`config.mk`:
```
export PLATFORM = sky130hd
export DESIGN_NAME = adc_sequencer_registers
export DESIGN_NICKNAME = d
export VERILOG_FILES = /design/src/hdl/adc_seq_pkg.sv /design/src/hdl/conv_timing_if.sv /design/src/hdl/conv_timer.sv /design/src/hdl/adc_sequencer_registers.sv
export SDC_FILE = /design/constraint.sdc
export NUM_CORES = 1
export LEC_CHECK = 0
export ABC_AREA = 1
export BUFFER_PORTS_ARGS = -buffer_cell sky130_fd_sc_hd__buf_4
export CAP_MARGIN = 5
export CORE_MARGIN = 2
export CORE_UTILIZATION = 35
export CTS_BUF_LIST = sky130_fd_sc_hd__clkbuf_8
export DETAILED_ROUTE_END_ITERATION = 8
export SYNTH_ARGS = -nofsm -noshare
export SYNTH_HDL_FRONTEND = slang
export SYNTH_SLANG_ARGS = --single-unit
```
`constraint.sdc`:
```
create_clock -name sys_clk -period 1.4 [get_ports sys_clk]
set_clock_uncertainty 0.15 [all_clocks]
set_input_delay 0.21 -clock sys_clk [delete_from_list [all_inputs] [get_ports sys_clk]]
set_output_delay 0.21 -clock sys_clk [all_outputs]
set_load 0.01 [all_outputs]
```
`src/hdl/adc_seq_pkg.sv`:
```
package adc_seq_pkg;

  // Avalon-MM slave geometry. Each register takes one aligned 32-bit word.
  localparam int          ADDR_W          = 10;
  localparam int          DATA_W          = 32;
  localparam int          BYTE_W          = 8;
  localparam int          RES_W           = 10;

  // Register indices; the byte address is four times the index.
  localparam logic [7:0]  IDX_RESULT_LO   = 8'h78;
  localparam logic [7:0]  IDX_RESULT_HI   = 8'h79;
  localparam logic [7:0]  IDX_CTRL_A      = 8'h7A;
  localparam logic [7:0]  IDX_CTRL_B      = 8'h7B;
  localparam logic [7:0]  IDX_MUX         = 8'h7C;

  // converter_control_status_a fields.
  localparam int          CA_ENABLE       = 7;
  localparam int          CA_START        = 6;
  localparam int          CA_AUTO_TRIG    = 5;
  localparam int          CA_DONE_FLAG    = 4;
  localparam int          CA_IRQ_EN       = 3;
  localparam int          CA_PS_MSB       = 2;
  localparam int          CA_PS_LSB       = 0;

  // converter_control_status_b fields.
  localparam int          CB_TS_MSB       = 2;
  localparam int          CB_TS_LSB       = 0;

  // input_reference_select_register fields.
  localparam int          MX_REF_MSB      = 7;
  localparam int          MX_REF_LSB      = 6;
  localparam int          MX_LEFT_ALIGN   = 5;
  localparam int          MX_CH_MSB       = 3;
  localparam int          MX_CH_LSB       = 0;

  // Channel select codes.
  localparam logic [3:0]  CH_TEMP         = 4'h8;
  localparam logic [3:0]  CH_BANDGAP      = 4'hE;
  localparam logic [3:0]  CH_GROUND       = 4'hF;
  localparam int          NUM_EXT_CH      = 8;

  // Reference select codes; 2'h2 is reserved and selects nothing.
  localparam logic [1:0]  REF_EXT_PIN     = 2'h0;
  localparam logic [1:0]  REF_AVCC        = 2'h1;
  localparam logic [1:0]  REF_INTERNAL    = 2'h3;

  // Trigger source code for free running operation.
  localparam logic [2:0]  TS_FREE_RUN     = 3'h0;

  // Conversion lengths in converter clock cycles.
  localparam logic [4:0]  FIRST_CONV_CYC  = 5'h19;
  localparam logic [4:0]  NORMAL_CONV_CYC = 5'h0D;

  // Prescaler codes 000 and 001 both divide by two.
  localparam logic [2:0]  PS_MIN_SHIFT    = 3'h1;
  localparam int          DIV_CNT_W       = 7;

  // Reset values.
  localparam logic [7:0]  RESET_BYTE      = 8'h00;
  localparam logic [9:0]  RESET_RESULT    = 10'h000;

  typedef enum logic [1:0]
  {
    SEQ_IDLE = 2'b00,
    SEQ_CONV = 2'b01
  } seq_state_t;

endpackage

```
`src/hdl/conv_timing_if.sv`:
```
`timescale 1ns/1ns

interface conv_timing_if;
  import adc_seq_pkg::*;

  logic       enable;
  logic       start;
  logic       first_conv;
  logic [2:0] prescale;
  logic       busy;
  logic       done;

  modport ctrl
  (
    output enable,
    output start,
    output first_conv,
    output prescale,
    input  busy,
    input  done
  );

  modport timer
  (
    input  enable,
    input  start,
    input  first_conv,
    input  prescale,
    output busy,
    output done
  );

endinterface

```
`src/hdl/conv_timer.sv`:
```
`timescale 1ns/1ns

module conv_timer
  import adc_seq_pkg::*;
(
  // Clock and reset
  input wire logic    sys_clk,
  input wire logic    reset_n,
  // Link to the register block
  conv_timing_if.timer tif
);

  typedef struct packed
  {
    seq_state_t           st;
    logic [DIV_CNT_W-1:0] div_cnt;
    logic [4:0]           cyc_cnt;
    logic [4:0]           cyc_len;
    logic                 done;
  } timer_state_t;

  timer_state_t r;
  timer_state_t r_nxt;

  logic [2:0]           shift;
  logic [DIV_CNT_W-1:0] div_last;
  logic                 tick;

  always_comb
  begin
    shift    = (tif.prescale < PS_MIN_SHIFT) ? PS_MIN_SHIFT : tif.prescale;
    div_last = DIV_CNT_W'((8'h01 << shift) - 8'h01);
    tick     = (r.div_cnt == div_last);
    r_nxt      = r;
    r_nxt.done = 1'b0;
    if (!tif.enable)
    begin
      // Switching off aborts a conversion and stops the prescaler.
      r_nxt.st      = SEQ_IDLE;
      r_nxt.div_cnt = '0;
      r_nxt.cyc_cnt = '0;
    end
    else
    begin
      r_nxt.div_cnt = tick ? '0 : DIV_CNT_W'(r.div_cnt + 1'b1);
      case (r.st)
        SEQ_IDLE:
        begin
          if (tif.start)
          begin
            r_nxt.st      = SEQ_CONV;
            r_nxt.cyc_cnt = '0;
            r_nxt.cyc_len = tif.first_conv ? FIRST_CONV_CYC : NORMAL_CONV_CYC;
          end
        end
        SEQ_CONV:
        begin
          if (tick)
          begin
            if (r.cyc_cnt == 5'(r.cyc_len - 5'h01))
            begin
              r_nxt.st   = SEQ_IDLE;
              r_nxt.done = 1'b1;
            end
            else
            begin
              r_nxt.cyc_cnt = 5'(r.cyc_cnt + 5'h01);
            end
          end
        end
        default:
        begin
          r_nxt.st = SEQ_IDLE;
        end
      endcase
    end
  end

  always_ff @(posedge sys_clk)
  begin
    if (!reset_n)
    begin
      r <= '{st: SEQ_IDLE, div_cnt: '0, cyc_cnt: '0, cyc_len: NORMAL_CONV_CYC, done: 1'b0};
    end
    else
    begin
      r <= r_nxt;
    end
  end

  assign tif.busy = (r.st == SEQ_CONV);
  assign tif.done = r.done;

endmodule

```
`src/hdl/adc_sequencer_registers.sv`:
```
`timescale 1ns/1ns

module adc_sequencer_registers
  import adc_seq_pkg::*;
(
  // Clock and reset
  input  wire logic                sys_clk,
  input  wire logic                reset_n,
  // Avalon-MM slave
  input  wire logic [ADDR_W-1:0]   address,
  input  wire logic                read,
  input  wire logic                write,
  input  wire logic [DATA_W-1:0]   writedata,
  input  wire logic [DATA_W/8-1:0] byteenable,
  output logic      [DATA_W-1:0]   readdata,
  output logic                     waitrequest,
  // Analog converter core
  input  wire logic [RES_W-1:0]    conv_data,
  output logic                     converter_on,
  output logic                     conv_busy,
  output logic [NUM_EXT_CH-1:0]    ext_input_sel,
  output logic                     temp_sensor_en,
  output logic                     bandgap_sel,
  output logic                     ground_sel,
  output logic                     ref_ext_sel,
  output logic                     ref_avcc_sel,
  output logic                     int_ref_on,
  // Processor core and trigger sources
  input  wire logic                global_irq_en,
  input  wire logic                irq_ack,
  input  wire logic [7:1]          trigger_in,
  output logic                     irq_req
);

  typedef struct packed
  {
    // Software-visible control state.
    logic                  enable;
    logic                  start;
    logic                  auto_trig;
    logic                  done_flag;
    logic                  irq_en;
    logic [2:0]            prescale;
    logic [2:0]            trig_src;
    logic [1:0]            ref_sel;
    logic                  left_align;
    logic [3:0]            chan_sel;
    // Converter-side state.
    logic [RES_W-1:0]      result;
    logic                  locked;
    logic                  first_pending;
    logic                  trig_prev;
    // Selection in force for the running conversion.
    logic [1:0]            act_ref;
    logic [3:0]            act_chan;
    logic [NUM_EXT_CH-1:0] ext_hot;
    logic                  temp_on;
    logic                  bg_on;
    logic                  gnd_on;
    // Bus answer.
    logic                  rd_ack;
    logic [DATA_W-1:0]     rdata;
  } regs_state_t;

  regs_state_t r;
  regs_state_t r_nxt;

  conv_timing_if tif ();

  conv_timer u_conv_timer
  (
    .sys_clk (sys_clk),
    .reset_n (reset_n),
    .tif     (tif.timer)
  );

  logic [7:0]            reg_idx;
  logic                  wr_en;
  logic                  rd_accept;
  logic [7:0]            wbyte;
  logic [7:0]            res_lo;
  logic [7:0]            res_hi;
  logic [7:0]            rd_byte;
  logic                  trig_sel;
  logic                  free_run;
  logic [NUM_EXT_CH-1:0] cand_hot;

  // One-hot decode of the written channel code for the external inputs.
  genvar gi;
  generate
    for (gi = 0; gi < NUM_EXT_CH; gi++)
    begin : g_ext_hot
      assign cand_hot[gi] = (r.chan_sel == 4'(gi));
    end
  endgenerate

  // Reads take one wait state so that the answer comes from a register.
  assign waitrequest = read && !r.rd_ack;

  always_comb
  begin
    reg_idx   = address[ADDR_W-1:2];
    wbyte     = writedata[BYTE_W-1:0];
    wr_en     = write && byteenable[0];
    rd_accept = read && r.rd_ack;
    free_run  = r.auto_trig && (r.trig_src == TS_FREE_RUN);

    // The alignment bit acts on the view, not on the stored result.
    if (r.left_align)
    begin
      res_hi = r.result[RES_W-1:2];
      res_lo = {r.result[1:0], 6'h00};
    end
    else
    begin
      res_hi = {6'h00, r.result[RES_W-1:8]};
      res_lo = r.result[7:0];
    end

    case (reg_idx)
      IDX_RESULT_LO: rd_byte = res_lo;
      IDX_RESULT_HI: rd_byte = res_hi;
      IDX_CTRL_A:    rd_byte = {r.enable, r.start, r.auto_trig, r.done_flag,
                                r.irq_en, r.prescale};
      IDX_CTRL_B:    rd_byte = {5'h00, r.trig_src};
      IDX_MUX:       rd_byte = {r.ref_sel, r.left_align, 1'b0, r.chan_sel};
      default:       rd_byte = RESET_BYTE;
    endcase

    // Code 000 selects no edge source, so switching to it cannot trigger.
    trig_sel = (r.trig_src == TS_FREE_RUN) ? 1'b0 : trigger_in[r.trig_src];

    r_nxt           = r;
    r_nxt.trig_prev = trig_sel;

    // Bus read answer and the side effects of an accepted read.
    r_nxt.rd_ack = read && !r.rd_ack;
    if (read && !r.rd_ack)
    begin
      r_nxt.rdata = {24'h000000, rd_byte};
    end
    // The lock starts at the edge that captures the low byte, so a completion in that
    // same cycle cannot pair a new high byte with an old low byte.
    if (read && !r.rd_ack && (reg_idx == IDX_RESULT_LO))
    begin
      r_nxt.locked = 1'b1;
    end
    if (rd_accept && (reg_idx == IDX_RESULT_HI))
    begin
      r_nxt.locked = 1'b0;
    end

    // Register writes.
    if (wr_en)
    begin
      case (reg_idx)
        IDX_CTRL_A:
        begin
          r_nxt.enable    = wbyte[CA_ENABLE];
          r_nxt.auto_trig = wbyte[CA_AUTO_TRIG];
          r_nxt.irq_en    = wbyte[CA_IRQ_EN];
          r_nxt.prescale  = wbyte[CA_PS_MSB:CA_PS_LSB];
          if (wbyte[CA_ENABLE] && !r.enable)
          begin
            r_nxt.first_pending = 1'b1;
          end
          // Only a one starts; a zero never stops a conversion.
          if (wbyte[CA_START] && wbyte[CA_ENABLE])
          begin
            r_nxt.start = 1'b1;
          end
          if (wbyte[CA_DONE_FLAG])
          begin
            r_nxt.done_flag = 1'b0;
          end
        end
        IDX_CTRL_B:
        begin
          r_nxt.trig_src = wbyte[CB_TS_MSB:CB_TS_LSB];
        end
        IDX_MUX:
        begin
          r_nxt.ref_sel    = wbyte[MX_REF_MSB:MX_REF_LSB];
          r_nxt.left_align = wbyte[MX_LEFT_ALIGN];
          r_nxt.chan_sel   = wbyte[MX_CH_MSB:MX_CH_LSB];
        end
        default:
        begin
          r_nxt.rdata = r_nxt.rdata;
        end
      endcase
    end

    // Hardware clear when the interrupt vector runs.
    if (irq_ack)
    begin
      r_nxt.done_flag = 1'b0;
    end

    // Auto trigger on a rising edge of the chosen source.
    if (r.enable && r.auto_trig && trig_sel && !r.trig_prev && !r.start)
    begin
      r_nxt.start = 1'b1;
    end

    // The first conversion is consumed once the timer takes the start.
    if (tif.start && !tif.busy)
    begin
      r_nxt.first_pending = 1'b0;
    end

    // Completion: flag and, unless locked, result in the same cycle; the start bit clears unless free running.
    if (tif.done)
    begin
      r_nxt.done_flag = 1'b1;
      if (!r_nxt.locked)
      begin
        r_nxt.result = conv_data;
      end
      r_nxt.start = free_run;
    end

    // A new selection takes hold only between conversions.
    if (!r.start || tif.done)
    begin
      r_nxt.act_ref  = r.ref_sel;
      r_nxt.act_chan = r.chan_sel;
      r_nxt.ext_hot  = r.chan_sel[3] ? '0 : cand_hot;
      r_nxt.temp_on  = (r.chan_sel == CH_TEMP);
      r_nxt.bg_on    = (r.chan_sel == CH_BANDGAP);
      r_nxt.gnd_on   = (r.chan_sel == CH_GROUND);
    end

    // Switching off wins over every start source and aborts the conversion.
    if (!r_nxt.enable)
    begin
      r_nxt.start         = 1'b0;
      r_nxt.first_pending = 1'b0;
    end
  end

  always_ff @(posedge sys_clk)
  begin
    if (!reset_n)
    begin
      r <= '0;
    end
    else
    begin
      r <= r_nxt;
    end
  end

  // The timer must not see the old start in the cycle its done pulse stands,
  // or a single conversion would run twice.
  assign tif.enable     = r.enable;
  assign tif.start      = r.start && !tif.done;
  assign tif.first_conv = r.first_pending;
  assign tif.prescale   = r.prescale;

  assign readdata       = r.rdata;
  assign converter_on   = r.enable;
  assign conv_busy      = tif.busy;
  assign ext_input_sel  = r.ext_hot;
  assign temp_sensor_en = r.temp_on;
  assign bandgap_sel    = r.bg_on;
  assign ground_sel     = r.gnd_on;
  assign ref_ext_sel    = (r.act_ref == REF_EXT_PIN);
  assign ref_avcc_sel   = (r.act_ref == REF_AVCC);
  assign int_ref_on     = (r.act_ref == REF_INTERNAL);
  assign irq_req        = r.done_flag && r.irq_en && global_irq_en;

endmodule

```
* Word level (Yosys, flattened, before mapping)
Cells that the tools add are included.
Cells by class: add/subtract/negate cells 4, order comparisons 2, equal/unequal tests 24, shifts and indexed selects 1, mux-type cells 30, bitwise logic cells 4, reduce and logical (&&, ||, !) cells 49
Operators with widths (number):
- $eq A8 B7 Y1 const B | 5
- $pmux W8 S5 | 1
- $mux W8 | 4
- $mux W18 | 1
- $reduce_bool A3 Y1 | 6
- $eq A4 B3 Y1 const B | 4
- $logic_and A1 B1 Y1 | 16
- $mux W5 | 3
- $reduce_and A3 Y1 | 5
- $eq A4 B4 Y1 const B | 3
- $reduce_and A2 Y1 | 6
- $mux W1 | 11
- $mux W10 | 1
- $pmux W5 S2 | 1
- $eq A4 B2 Y1 const B | 2
- $reduce_and A4 Y1 | 2
- $add A7 B1 Y7 const B | 1
- $eq A7 B7 Y1 | 1
- $mux W7 | 1
- $shl A1 B3 Y7 const A | 1
- $sub A7 B1 Y7 const B | 1
- $logic_not A1 Y1 | 6
- $mux W2 | 3
- $mux W3 | 2
- 19 further kinds | 27
Word-level totals: flip-flop bits (word level) 73, logic and storage cells 140

* Depth between registers and ports, before layout
Gate-level depths: netlist of the first run.
depth after elaboration 8, gate-level depth with buffers 12

* Cells and area by module
A second synthesis of the first run with hierarchy kept.
Unflattened totals: cell total of the unflattened synthesis 537, area, all modules 3921.3 um^2
Modules (own cells, without submodules):
- adc_sequencer_registers | instances 1, cells an instance 410, area each 3022.9 um^2, seq. area each 1061.0 um^2
- conv_timer | instances 1, cells an instance 127, area each 898.4 um^2, seq. area each 320.3 um^2

* Worst setup path before layout of the first run
No wires, ideal clock.
path type flip-flop to flip-flop, start point register u_conv_timer.r[6] (netlist bit), end point register u_conv_timer.r[7] (netlist bit), library setup time 0.121 ns, data arrival time 1.173 ns, path slack -0.044 ns, cell stages (with the launch flop) 9, path buffers 0, clock period less this slack 1.444 ns, cell sequence dfxtp_1 -> inv_1 -> ha_1 -> nand3_1 -> nor3_2 -> nor2_2 -> nand3_1 -> nand2_1 -> nor2_2
On the way: longest elaborated chain between the ends 4, elaborated cells between the ends (all ways) 7, classes of those cells add/sub (1); eq/ne (2); mux (3); reduce/logical (1)
Ends and longest elaborated chain:
- start: declaration | line conv_timer.sv:22 | timer_state_t r;
- start signal: assignment | line conv_timer.sv:83 | r <= '{st: SEQ_IDLE, div_cnt: '0, cyc_cnt: '0, cyc_len: NORMAL_CONV_CYC, done: 1'b0};
- start signal: assignment | line conv_timer.sv:87 | r <= r_nxt;
- $add A5 B1 Y5 | line conv_timer.sv:67 | r_nxt.cyc_cnt = 5'(r.cyc_cnt + 5'h01);
- $mux W5 | line conv_timer.sv:60 | if (r.cyc_cnt == 5'(r.cyc_len - 5'h01))
- $mux W5 | line conv_timer.sv:58 | if (tick)
- $pmux W5 S2 | line conv_timer.sv:46 | case (r.st)
Several ways; a longest one is shown, not always the timed one. The select of a mux whose other input is x is not followed. A chain may end at the register's enable or synchronous reset.

* Worst setup path in the final report of the first run
start point register r, in the netlist tif.prescale[0], end point register u_conv_timer.r[7] (netlist bit)
On the way: longest elaborated chain between the ends 7
Ends and longest elaborated chain:
- start: declaration | line adc_sequencer_registers.sv:65 | regs_state_t r;
- start signal: assignment | line adc_sequencer_registers.sv:250 | r <= r_nxt;
- $lt A3 B1 Y1 | line conv_timer.sv:31 | shift = (tif.prescale < PS_MIN_SHIFT) ? PS_MIN_SHIFT : tif.prescale;
- $mux W3 * | line conv_timer.sv:31
- $shl A1 B3 Y7 * | line conv_timer.sv:32 | div_last = DIV_CNT_W'((8'h01 << shift) - 8'h01);
- $sub A7 B1 Y7 * | line conv_timer.sv:32
- $eq A7 B7 Y1 * | line conv_timer.sv:33 | tick = (r.div_cnt == div_last);
- $ne A2 B1 Y1 (no source line) *
- $reduce_and A4 Y1 (no source line) *
Mark *: on every way between the ends. The rest lies on a longest branch, timed or not.

==> results of run 1 <==
-- how the worst min path moves through the flow --
stage	from	depth (start not counted)	slack, ns	endpoint
after global routing	writedata[0]	3	0.03	r[70]
after global placement	u_conv_timer.r[11]	1	0.29	u_conv_timer.r[11]
after floorplan	writedata[3]	2	0.19	r[76]
after CTS	writedata[0]	3	0.005	tif.prescale[0]
after detailed placement	u_conv_timer.r[11]	1	0.30	u_conv_timer.r[11]
final	reset_n	3	0.01	u_conv_timer.r[5]
-- metal layers --
layer | wire [um] | up-vias
met5 | 0 | -
met4 | 209 | 0
met3 | 524 | 20
met2 | 4630 | 103
met1 | 4060 | 1613
li1 | - | 1854
-- power groups by stage --
stage,combinational [uW],sequential (uW),clock (uW)
6_report,322,1970,1510
3_3_place_gp,296,2030,0
4_1_cts,314,1980,1560
5_1_grt,358,1970,1640
3_5_place_dp,297,2030,0
2_1_floorplan,203,2020,0
-- cell families after synthesis --
logic type                 after synthesis
AOI/OAI and AO/OA                       96
xor gates and xnor gates                 7
adders and majority gates                3
buffers and inverters                  120
DFF                                     69
other                                    1
and+or+nand+nor                        240
-- worst max-delay path, stage by stage (launching register included) --
cell	delay, ns
sky130_fd_sc_hd__dfxtp_4	0.38
sky130_fd_sc_hd__buf_4	0.13
sky130_fd_sc_hd__nand3b_1	0.07
sky130_fd_sc_hd__nand2_1	0.07
sky130_fd_sc_hd__nor2_2	0.14
sky130_fd_sc_hd__nand2_2	0.09
sky130_fd_sc_hd__nand2_4	0.12
sky130_fd_sc_hd__nand3_1	0.09
sky130_fd_sc_hd__nand2_2	0.08
sky130_fd_sc_hd__nor2_2	0.03
-- timing repair --
action | 4_1_cts | 5_1_grt
pin swaps | 8 | 24
buffers inserted | 7 | 0
endpoints found under the hold margin | 2 | 0
gates resized for setup | 23 | 55
hold buffers | 2 | 0
setup endpoints to repair | 19 | 35
-- cells in the mapped netlist (2+ instances only) --
master,instances
sky130_fd_sc_hd__nand2_1,109
sky130_fd_sc_hd__inv_1,63
sky130_fd_sc_hd__nor2_2,7
sky130_fd_sc_hd__nand4_1,4
sky130_fd_sc_hd__buf_2,4
sky130_fd_sc_hd__xor2_1,6
sky130_fd_sc_hd__clkbuf_1,6
sky130_fd_sc_hd__buf_4,40
sky130_fd_sc_hd__or2_2,2
sky130_fd_sc_hd__nand2_2,6
sky130_fd_sc_hd__nor3_1,6
sky130_fd_sc_hd__nor2_4,4
sky130_fd_sc_hd__o21ai_0,33
sky130_fd_sc_hd__buf_6,3
sky130_fd_sc_hd__dfxtp_1,69
sky130_fd_sc_hd__nand3_1,41
sky130_fd_sc_hd__a21oi_1,53
sky130_fd_sc_hd__buf_1,2
sky130_fd_sc_hd__nand3b_1,3
sky130_fd_sc_hd__nand2_4,2
sky130_fd_sc_hd__inv_2,2
sky130_fd_sc_hd__ha_1,3
sky130_fd_sc_hd__a31oi_1,4
sky130_fd_sc_hd__nor2_1,51
-- area by class of cell --
class	count	area share (%)
Clock buffer	10	2.81
Clock inverter	6	0.919
Inverter	65	4.98
Multi-Input combinational cell	370	40.1
Sequential cell	69	28.9
Tap cell	136	3.47
Timing Repair Buffer	118	18.8
-- registers in the layout, indices dropped and copies added, names as in the netlist --
name	count
ext_input_sel	8
tif.first_conv	1
readdata	8
u_conv_timer.r	15
converter_on	1
tif.prescale	3
bandgap_sel	1
u_conv_timer.tif.done	1
temp_sensor_en	1
ground_sel	1
r	29
-- through the flow --
stage	total power (uW)	instances	hold WS (ns)	cell area [um^2]	worst slack, ns
2_1_floorplan	2230	559	0.195	3810	0.0141
3_3_place_gp	2320	750	0.294	4440	-0.160
3_5_place_dp	2330	750	0.304	4440	-0.227
4_1_cts	3850	775	0.00510	4760	-0.0444
5_1_grt	3970	774	0.0250	4900	-0.167
6_report	3800	774	0.0105	4900	-0.0584
==> run summary, run 1 <==
The area share of the leading cell type in the synthesized netlist came out at 37.1%. The total count of max-transition violations in the final report came out at 0. Global routing consumed, on the met3 layer, 4.07% of the routing resources. The endpoint type of the worst setup path is a flop.

The number of placed I/O pins is 119. The routed via count divided by cell count is 4.64. The detailed router's first-iteration violation count came out at between 100 and 150.

The wire length per cell came out at 12.2 um. Among all flip-flop cells after synthesis, the most frequent one is sky130_fd_sc_hd__dfxtp_1. For this design the ratio of total power to cell area is 776 nW/um^2. Detailed routing inserted a total of about 3600 vias. The number of synthesized flops with an enable pin came out at 0. The number of antenna violations at the first check in global routing is 0.

The startpoint-to-endpoint class of the critical path is flop to flop. STA classifies the critical path startpoint as a flop. After technology mapping, the gate count stands at between 500 and 600. The number of maximum-capacitance constraint violations is 0. Setup repair after global routing could not meet its margin everywhere. The end of the worst register-to-register path is u_conv_timer.r[7].

For this run, the share of the core covered by cells in the final layout is ~47%. The repair_antennas step left the layout with diodes totalling 0. The H-tree depth came out at 3. In this run the critical register-to-register path is launched from tif.prescale[0].

Clock-pin slew was measured on the worst setup and hold paths at 0.08 ns. The area fraction in compound gates after synthesis came out at 13.8%. The multiplexer share of the synthesized area is 0%. The worst register-to-register path has a depth of 9. The area of the multi-input gates came out at 1970 um^2.

Of the available clock period, the critical path in the final layout requires 104%. After Yosys synthesis, and, or, nand and nor cells account for 29.5% of the synthesized area. The library cells used most frequently in the layout, excluding fill and tap cells, are sky130_fd_sc_hd__buf_4 (110), sky130_fd_sc_hd__nand2_1 (99), sky130_fd_sc_hd__inv_1 (56). The total overflow left after global routing is 0. The share of power burned in registers came out at about half. The number of nets still failing antenna checks after routing is 0. The share of post-route cells with drive strength above 1 came out at 33.7%. The fraction of power spent switching nets is about 26%.

The area inside the core boundary is 10300 um^2. The CTS tree is built. The post-synthesis cell type count came out at 37. The post-detailed-route DRC marker count came out at 0. The static leakage power came out at about 0.0021 uW. After routing, the total negative slack on setup checks comes to -0.239 ns. The layout-stage area growth over the synthesis result came out at 31.8%.

The post-route worst setup slack is -0.0584 ns. The final weighted congestion in routability-driven placement is 0.859. The floorplan step set the die width to 107 um. The met1 track utilization from global routing is 20.3%.

The wire length of the first global-routing pass came out at 15400 um. The adder and majority cell fraction of the synthesized area is 1.01%. The floorplan step defined a die boundary enclosing roughly 11000 um^2. The via count of the first global-routing pass came out at 3324. The post-synthesis sequential element count came out at 69. The clock net sink count is 69. The power spent charging and discharging nets came out at 984 uW. The net count of the finished layout is approximately 700. The register area came out at 1420 um^2. The library cell used most frequently in the layout, excluding fill and tap cells, is sky130_fd_sc_hd__buf_4. Cell internal power was estimated by the tool at 2820 uW. The die boundary height is 107 um. The critical path starts at tif.prescale[0]. Sequential elements use 37.1% of the synthesized area. The clock latency on the worst-skew pair is 0.35 ns.

The slack of the worst reg-to-reg path is -0.06 ns. The post-synthesis instance area is about 3700 um^2. The cell row count came out at 37. For the worst setup path, the data required time is 1.50 ns.

The worst hold path class is primary input to flop. The filler cells instantiated in the layout total 1021. The maximum fanout encountered on the critical timing path is 7. The relative contribution of the clock network to total power is 39.7%. The biggest area consumer among synthesized cells is sky130_fd_sc_hd__dfxtp_1.

By area, the combinational part of the netlist is dominated by simple AND/OR/NAND/NOR gates. The achievable clock frequency is 686 MHz. The overall routed net length is roughly 9400 um.

The flow ran to the end, but the final reports show violations. The minimum clock period after layout came out at around 1.5 ns. The detailed placement HPWL is 7230 um.

The maximum vdd drop came out at around 530 uV. The total track usage came out at between 10% and 20%. The count of buffers added on input and output ports is 65. Ranked by total cell area, the synthesized netlist is headed by sky130_fd_sc_hd__dfxtp_1 (37%), sky130_fd_sc_hd__nand2_1 (11%), sky130_fd_sc_hd__buf_4 (8.1%). The proportion of synthesized flip-flops having asynchronous set or reset is 0%.

The number of warning messages in the yosys log came out at 0. The arrival time reported for the critical path endpoint is 1.56 ns. The number of buffers created by CTS came out at 9. The maximum clock insertion buffer count is 2. The initial utilization of the core area, before any placement, comes to 36.0%. met2 is the most crowded layer. The fraction of met2 tracks used by global routing came out at 29.4%. The largest net degree at the start of global routing is 23.

Clock tree synthesis selected as its root buffer the cell sky130_fd_sc_hd__clkbuf_8. The final reports fail on negative setup slack. The synthesized netlist devotes approximately 1.6% of its cell area to XOR and XNOR gates.

Setup violations remaining at the end of the flow were counted as 6. The combinational fraction of design power is 8.5%. The most critical setup path has its endpoint at u_conv_timer.r[7]. The pre-antenna-repair detailed-routing pass consisted of 4 iterations. The average footprint of a synthesized cell is 6.94 um^2. The total count of hold-check failures in the final report came out at 0.
Note: power is estimated with default switching activity, not from simulation.
==> run 2: changes to the inputs <==
Clock period 1.4 ns to 1.9 ns, I/O delays scaled along.
==> run 2 against run 1 <==
Against the previous run:
- the flow now finishes without violations
- hold slack better by 0.021 ns
- maximum frequency is 9.0% lower
- sequential power is 26% lower
- cell count is 5.8% lower
- routed wire length is 9.1% lower
- utilization is 5.2 points lower
- combinational power is 36% lower
- count of clock-buffer cells in the layout stayed put
- sequential share of layout area is 2.8 points higher
- critical endpoint unchanged
- largest power group unchanged
==> run summary, run 2 (synthesized netlist as in run 1, its figures left out) <==
The run finished with clean final reports. The achievable clock frequency is 624 MHz (-9.0%). The total setup buffers inserted after CTS is 0 (-7).

The number of placed I/O pins is 119 (unchanged). The register area is 1380 um^2 (-2.6%). By startpoint and endpoint, the worst setup path is classified as flop to flop.

In this run the critical register-to-register path is launched from u_conv_timer.r[6]. The area of the die came out at 11500 um^2 (unchanged). The H-tree depth is 3 (unchanged). The post-detailed-route DRC marker count is 0 (unchanged). The quantity of I/O buffers inserted on ports is 65 (unchanged). The flip-flop count of the largest register after layout came out at 29 (unchanged). The share of post-route cells with drive strength above 1 came out at 19.7% (-14 points).

The aggregate global routing overflow is 0 (unchanged). The number of nets still failing antenna checks after routing was 0 (unchanged). The arrival time reported for the critical path endpoint is 1.71 ns (+0.15 ns). The detailed-route via count is 3409 (-5.0%). The final weighted congestion in routability-driven placement came out at 0.874 (+1.7%).

The met3 usage in global routing is 3.22% (-0.85 points). Setup repair after global routing left no endpoint under its margin. The via count of the first global-routing pass is 3283 (-1.2%). The busiest layer in global routing is met2. For this design, the slowest cell found on the critical path is sky130_fd_sc_hd__dfxtp_1. The maximum vdd drop is 286 uV (-46%). The effective utilization at floorplan is 36.0% (unchanged). The clock net sink count is 69 (unchanged).

The library cells used most frequently in the layout, excluding fill and tap cells, are sky130_fd_sc_hd__nand2_1 (109), sky130_fd_sc_hd__buf_4 (72), sky130_fd_sc_hd__dfxtp_1 (69). The quantity of gates resized following cts is 0 (-100%). The post-placement cell count is 713 (-4.9%). The area inside the core boundary came to 10300 um^2 (unchanged). The clock edge transition at the registers on the reported setup and hold paths is 0.08 ns (about the same). The total track usage came out at 16.1% (-0.88 points).

The static leakage power is 0.00185 uW (-13%). The number of optimization iterations in the first detailed-route pass was 4 (unchanged). The total count of max-transition violations in the final report came out at 0 (unchanged). The number of maximum-capacitance constraint violations is 0 (unchanged). The number of buffers created by CTS was 9 (unchanged). In the final layout, the registers with the most flip-flops are r x29, u_conv_timer.r x15. The layout-stage area growth over the synthesis result is 17.2%. The cell sitting at the root of the clock tree is a sky130_fd_sc_hd__clkbuf_8. The largest net degree at the start of global routing came out at 31 (+35%).

The required time reported for the critical path endpoint came to 2.01 ns (+0.51 ns). The number of antenna violations at the first check in global routing is 0 (unchanged). The final period utilization came out at 84.4% (-20 points). The worst setup path is captured at a flop. The worst register-to-register path ends at u_conv_timer.r[7].

The antenna diode instance count is 0 (unchanged). The path class of the tightest hold or removal check is primary input to flop. The CTS tree is built.

The path depth of the worst reg2reg path is 8 (-1). The fraction of met2 tracks used by global routing is 26.1% (-3.3 points). The clock latency on the worst-skew pair was 0.35 ns (about the same). The final cell count without fillers came out at 729 (-5.8%). The cell row count is 37 (unchanged). STA classifies the critical path startpoint as a flop. The setup violation total in the final timing report came out at 0 (-6). The slack of the worst reg-to-reg path is 0.30 ns (+0.36 ns). The delay of the slowest cell on the worst path is 0.38 ns (about the same).

The net count of the finished layout is 660 (-6.4%). The maximum fanout encountered on the critical timing path came out at 7 (unchanged). The die width came to 107 um (unchanged).

The wire length of the first global-routing pass came out at 14700 um (-4.3%). The depth of the critical timing path with buffers and inverters included is 8 (-1). The startpoint of the lowest-slack hold path is writedata[3]. The layout filler cell count came out at 1088 (+6.6%). The leading cell type in the layout, fill and taps excluded is sky130_fd_sc_hd__nand2_1.

The wire length per cell came out at 11.8 um (-3.4%). The detailed placement HPWL is 6760 um (-6.4%). The maximum clock insertion buffer count came out at 2 (unchanged).

The overall routed net length is 8570 um (-9.1%). The startpoint of the most critical setup path is u_conv_timer.r[6]. r holds more flip-flops than any other register. The cell family contributing the most delay on the critical path is simple AND/OR/NAND/NOR gates. The area of the multi-input gates came out at 1800 um^2 (-8.6%). The critical path ends at u_conv_timer.r[7]. Traced cell by cell, the critical path runs through inv_1 -> ha_1 -> nand3_1 -> nor3_2 -> nor2_2 -> nand3_1 -> nand2_1 -> nor2_2. The setup TNS after final layout was 0 ns (+0.239 ns). The detailed router's first-iteration violation count was 134 (-5.6%).

The met1 track utilization from global routing was 20.7% (+0.33 points). The count of hold-fix buffers inserted at cts was 0 (-2). The routed via count divided by cell count was 4.68 (+0.82%). The areal power density over the cells came out at 669 nW/um^2 (-14%). The total count of hold-check failures in the final report came out at 0 (unchanged). The buffer and inverter count on the worst path came out at 1 (unchanged).

The die boundary height is 107 um (unchanged). The minimum clock period after layout is 1.60 ns (+0.145 ns).
run 2: per-layer routing:
metal,up-vias,share of wire (%)
met5,-,0
met4,0,2.1
li1,1751,-
met1,1545,46
met3,16,5.2
met2,97,46
run 2: area by class of cell:
cell class,count,area share (%)
clock buffers,10,3.16
clock inverters,6,1.61
inverters,65,5.60
multi-input cells,370,41.2
flip-flops and latches,69,31.7
well taps,136,3.90
repair buffers,73,12.9
run 2: power by group:
group / leakage (uW) / switching, uW / internal (uW)
registers: 0.000557 / 6.18 / 1450
logic: 0.00120 / 115 / 91.9
clock network: 0.0000955 / 599 / 651
total: 0.00185 / 720 / 2200
run 2: worst min path at each step:
stage	slack, ns	to	depth (start not counted)
2_1_floorplan	0.27	r[76]	2
5_1_grt	0.02	r[76]	3
4_1_cts	0.02	r[76]	3
6_report	0.03	r[76]	3
3_5_place_dp	0.30	ext_input_sel[6]	2
3_3_place_gp	0.30	u_conv_timer.r[11]	1
run 2: metrics by stage:
step | utilization [%] | worst slack (ns) | hold WS [ns] | total power (uW) | area, um^2
floorplan | - | 0.441 | 0.270 | 1640 | 3810
global placement | 40.2 | 0.111 | 0.298 | 1700 | 4150
detailed placement | 40.2 | 0.0603 | 0.304 | 1700 | 4150
CTS | 42.2 | 0.280 | 0.0224 | 2950 | 4360
global route | 42.2 | 0.124 | 0.0179 | 3060 | 4360
finish | 42.2 | 0.297 | 0.0314 | 2920 | 4360
run 2: tightest hold or removal path, cell delays in order:
cell and delay (ns):
sky130_fd_sc_hd__buf_4 0.09, sky130_fd_sc_hd__nor2_1 0.04, sky130_fd_sc_hd__nor2_1 0.08
==> run 3: changes to the inputs <==
Clock period 1.9 ns to 1.5 ns, I/O delays scaled along.
==> run 3 against run 2 <==
Against the previous run:
- maximum frequency up 9.7%
- sequential share of layout area down 1.9 points
- cell count up 4.0%
- worst setup slack worse by 0.26 ns
- combinational power up 41%
- sequential power up 27%
- count of clock-buffer cells in the layout down 1
- critical path depth up 2
- flip-flop and latch count unchanged
- register-to-register slack worse by 0.26 ns
- non-clock buffer count up 29
- highest routed layer unchanged
- utilization up 3.2 points
==> run summary, run 3 (synthesized netlist as in run 1, its figures left out) <==
The number of buffers created by CTS is 9 (unchanged). The detailed placement HPWL came out at 7020 um (+3.8%). The area of the die is 11500 um^2 (unchanged). The final period utilization came out at 97.4% (+13 points). The number of maximum-capacitance constraint violations is 0 (unchanged). The highest layer used for signal routing is met4. The maximum vdd drop was 483 uV (+69%). In the final layout, the registers with the most flip-flops are r x29, u_conv_timer.r x15. The clock net sink count came out at 69 (unchanged). The CTS root buffer is sky130_fd_sc_hd__clkbuf_8.

The antenna diode instance count was 0 (unchanged). The die boundary height came out at 107 um (unchanged). The effective utilization at floorplan was 36.0% (unchanged). The power consumption came out at 3710 uW (+27%).

The H-tree depth came out at 3 (unchanged). Relative to the synthesized area, the layout overhead comes to 26.0%. The routed via count divided by cell count came out at 4.63 (-1.0%). The total count of hold-check failures in the final report was 0 (unchanged).

The detailed-route via count was 3508 (+2.9%). The maximum fanout encountered on the critical timing path came out at 7 (unchanged). The CTS tree is built. Leaving out fill and tap cells, the most frequent cell in the layout is sky130_fd_sc_hd__nand2_1. The detailed-route wire length on metal 1 is 4120 um (+3.8%). The number of placed I/O pins is 119 (unchanged). The delay of the slowest cell on the worst path is 0.39 ns (about the same). The minimum clock period after layout came out at 1.46 ns (-0.142 ns). The setup violation total in the final timing report is 0 (unchanged).

The startpoint-to-endpoint class of the critical path is flop to flop. The detailed-routed wire length on met3 was 514 um (+14%). The arrival time reported for the critical path endpoint came out at 1.60 ns (-0.11 ns).

The register with the highest flop count is r. The wire length of the first global-routing pass is 14900 um (+1.5%). The achievable clock frequency is 684 MHz (+9.7%). The post-detailed-route DRC marker count was 0 (unchanged). The cell row count came out at 37 (unchanged).

Setup repair after global routing could not meet its margin everywhere. The total track usage is 16.2% (+0.092 points). The flip-flop count of the largest register after layout came out at 29 (unchanged). The overall routed net length was 8990 um (+4.9%). The buffer and inverter count on the worst path came out at 0 (-1). The areal power density over the cells is 793 nW/um^2 (+18%). The clock latency on the worst-skew pair came to 0.35 ns (about the same). The final weighted congestion in routability-driven placement is 0.935 (+7.0%). The number of antenna violations at the first check in global routing came out at 0 (unchanged). The via count of the first global-routing pass came out at 3307 (+0.73%). The static leakage power came out at 0.00202 uW (+9.1%). On the critical path, the stage with the largest delay is an instance of sky130_fd_sc_hd__dfxtp_2. The wire length per cell came out at 11.9 um (+0.90%). The net count of the finished layout is 689 (+4.4%).

The worst hold path class is primary input to flop. The required time reported for the critical path endpoint was 1.64 ns (-0.37 ns). The die width came out at 107 um (unchanged). The worst setup path is captured at a flop.

The hold slack came out at 0.0138 ns (-0.0177 ns). Leaving out fill and tap cells, the most frequent cells in the layout are sky130_fd_sc_hd__nand2_1 (105), sky130_fd_sc_hd__buf_4 (96), sky130_fd_sc_hd__inv_1 (61), sky130_fd_sc_hd__dfxtp_1 (61), sky130_fd_sc_hd__a21oi_1 (53). The aggregate global routing overflow is 0 (unchanged).

The area inside the core boundary came to 10300 um^2 (unchanged). The largest net degree at the start of global routing is 23 (-26%). The quantity of I/O buffers inserted on ports is 65 (unchanged). The detailed router's first-iteration violation count came out at 173 (+29%).

The number of optimization iterations in the first detailed-route pass came to 4 (unchanged). The run finished with clean final reports. The wire length on met2 is 4240 um (+6.9%). The post-layout utilization of the core is 45.4% (+3.2 points). The total count of max-transition violations in the final report is 0 (unchanged). The post-route worst setup slack is 0.0389 ns (-0.258 ns). The share of post-route cells with drive strength above 1 is 26.8% (+7.1 points). The number of nets still failing antenna checks after routing came to 0 (unchanged). The clock edge transition at the registers on the reported setup and hold paths came out at 0.08 ns (about the same). The gate family responsible for the most delay along the worst path is simple AND/OR/NAND/NOR gates. The maximum clock insertion buffer count came out at 2 (unchanged). Traced cell by cell, the critical path runs through nand2_1 -> nand3_1 -> nand3_1 -> nor2_2 -> nand2_2 -> nand2_4 -> nand2_4 -> nand2_2 -> nand2_1 -> nor2_2. The post-placement setup slack was -0.123 ns (-0.184 ns). The nature of the critical path startpoint is a flop.
## run 3: cell count changes in the layout (fill, tap and decap cells not counted), sizes merged
cell         previous run  this run
buf                    73       100
dlygate4sd3             0         2
clkbuf                 10         9
clkinv                  0         1
clkinvlp                3         2
inv                    67        68
## run 3: power breakdown
part | internal, uW | switching (uW)
combinational | 138 | 153
sequential | 1840 | 7.62
clock | 793 | 785
## run 3: cell type report
type                            instances  area [um^2]
Inverter                               65          244
Timing Repair Buffer                  102          812
Clock buffer                            9          124
Multi-Input combinational cell        370         1860
Sequential cell                        69         1400
Clock inverter                          7         82.6
Fill cell                            1049         5640
Tap cell                              136          170
## run 3: final timing paths
check                     start                  to  slack [ns]  cells past startpoint
max reg2reg     tif.prescale[0]   u_conv_timer.r[7]        0.04                     10
min reg2reg  u_conv_timer.r[11]  u_conv_timer.r[11]        0.29                      1
min                writedata[4]               r[77]        0.01                      4
max             tif.prescale[0]   u_conv_timer.r[7]        0.04                     10
## run 3: per-layer routing
| metal | vias to the layer above | global-route usage [%] |
|---|---|---|
| met2 | 101 | 27.5 |
| met1 | 1584 | 20.4 |
| met3 | 14 | 3.65 |
| li1 | 1809 | - |
| met5 | - | 0 |
| met4 | 0 | 4.64 |
## run 3: repair_timing
item / CTS / global route
pin swaps: 1 / 4
gates cloned: 0 / 0
endpoints found under the hold margin: 2 / 0
setup buffers: 0 / 2
setup endpoints to repair: 13 / 22
hold buffers: 2 / 0
resized for setup: 6 / 23
## run 3: worst register-to-register path: stages (launching register included)
cell	delay [ns]
sky130_fd_sc_hd__dfxtp_2	0.39
sky130_fd_sc_hd__nand2_1	0.09
sky130_fd_sc_hd__nand3_1	0.09
sky130_fd_sc_hd__nand3_1	0.08
sky130_fd_sc_hd__nor2_2	0.14
sky130_fd_sc_hd__nand2_2	0.09
sky130_fd_sc_hd__nand2_4	0.11
sky130_fd_sc_hd__nand2_4	0.07
sky130_fd_sc_hd__nand2_2	0.06
sky130_fd_sc_hd__nand2_1	0.05
sky130_fd_sc_hd__nor2_2	0.07
## run 3: through the flow
stage | instance area, um^2 | std cells | setup TNS, ns
after floorplan | 3810 | 559 | 0
after global placement | 4350 | 738 | -2.04
after detailed placement | 4350 | 738 | -2.87
after global routing | 4690 | 758 | -0.346
final | 4690 | 758 | 0
after CTS | 4590 | 756 | 0
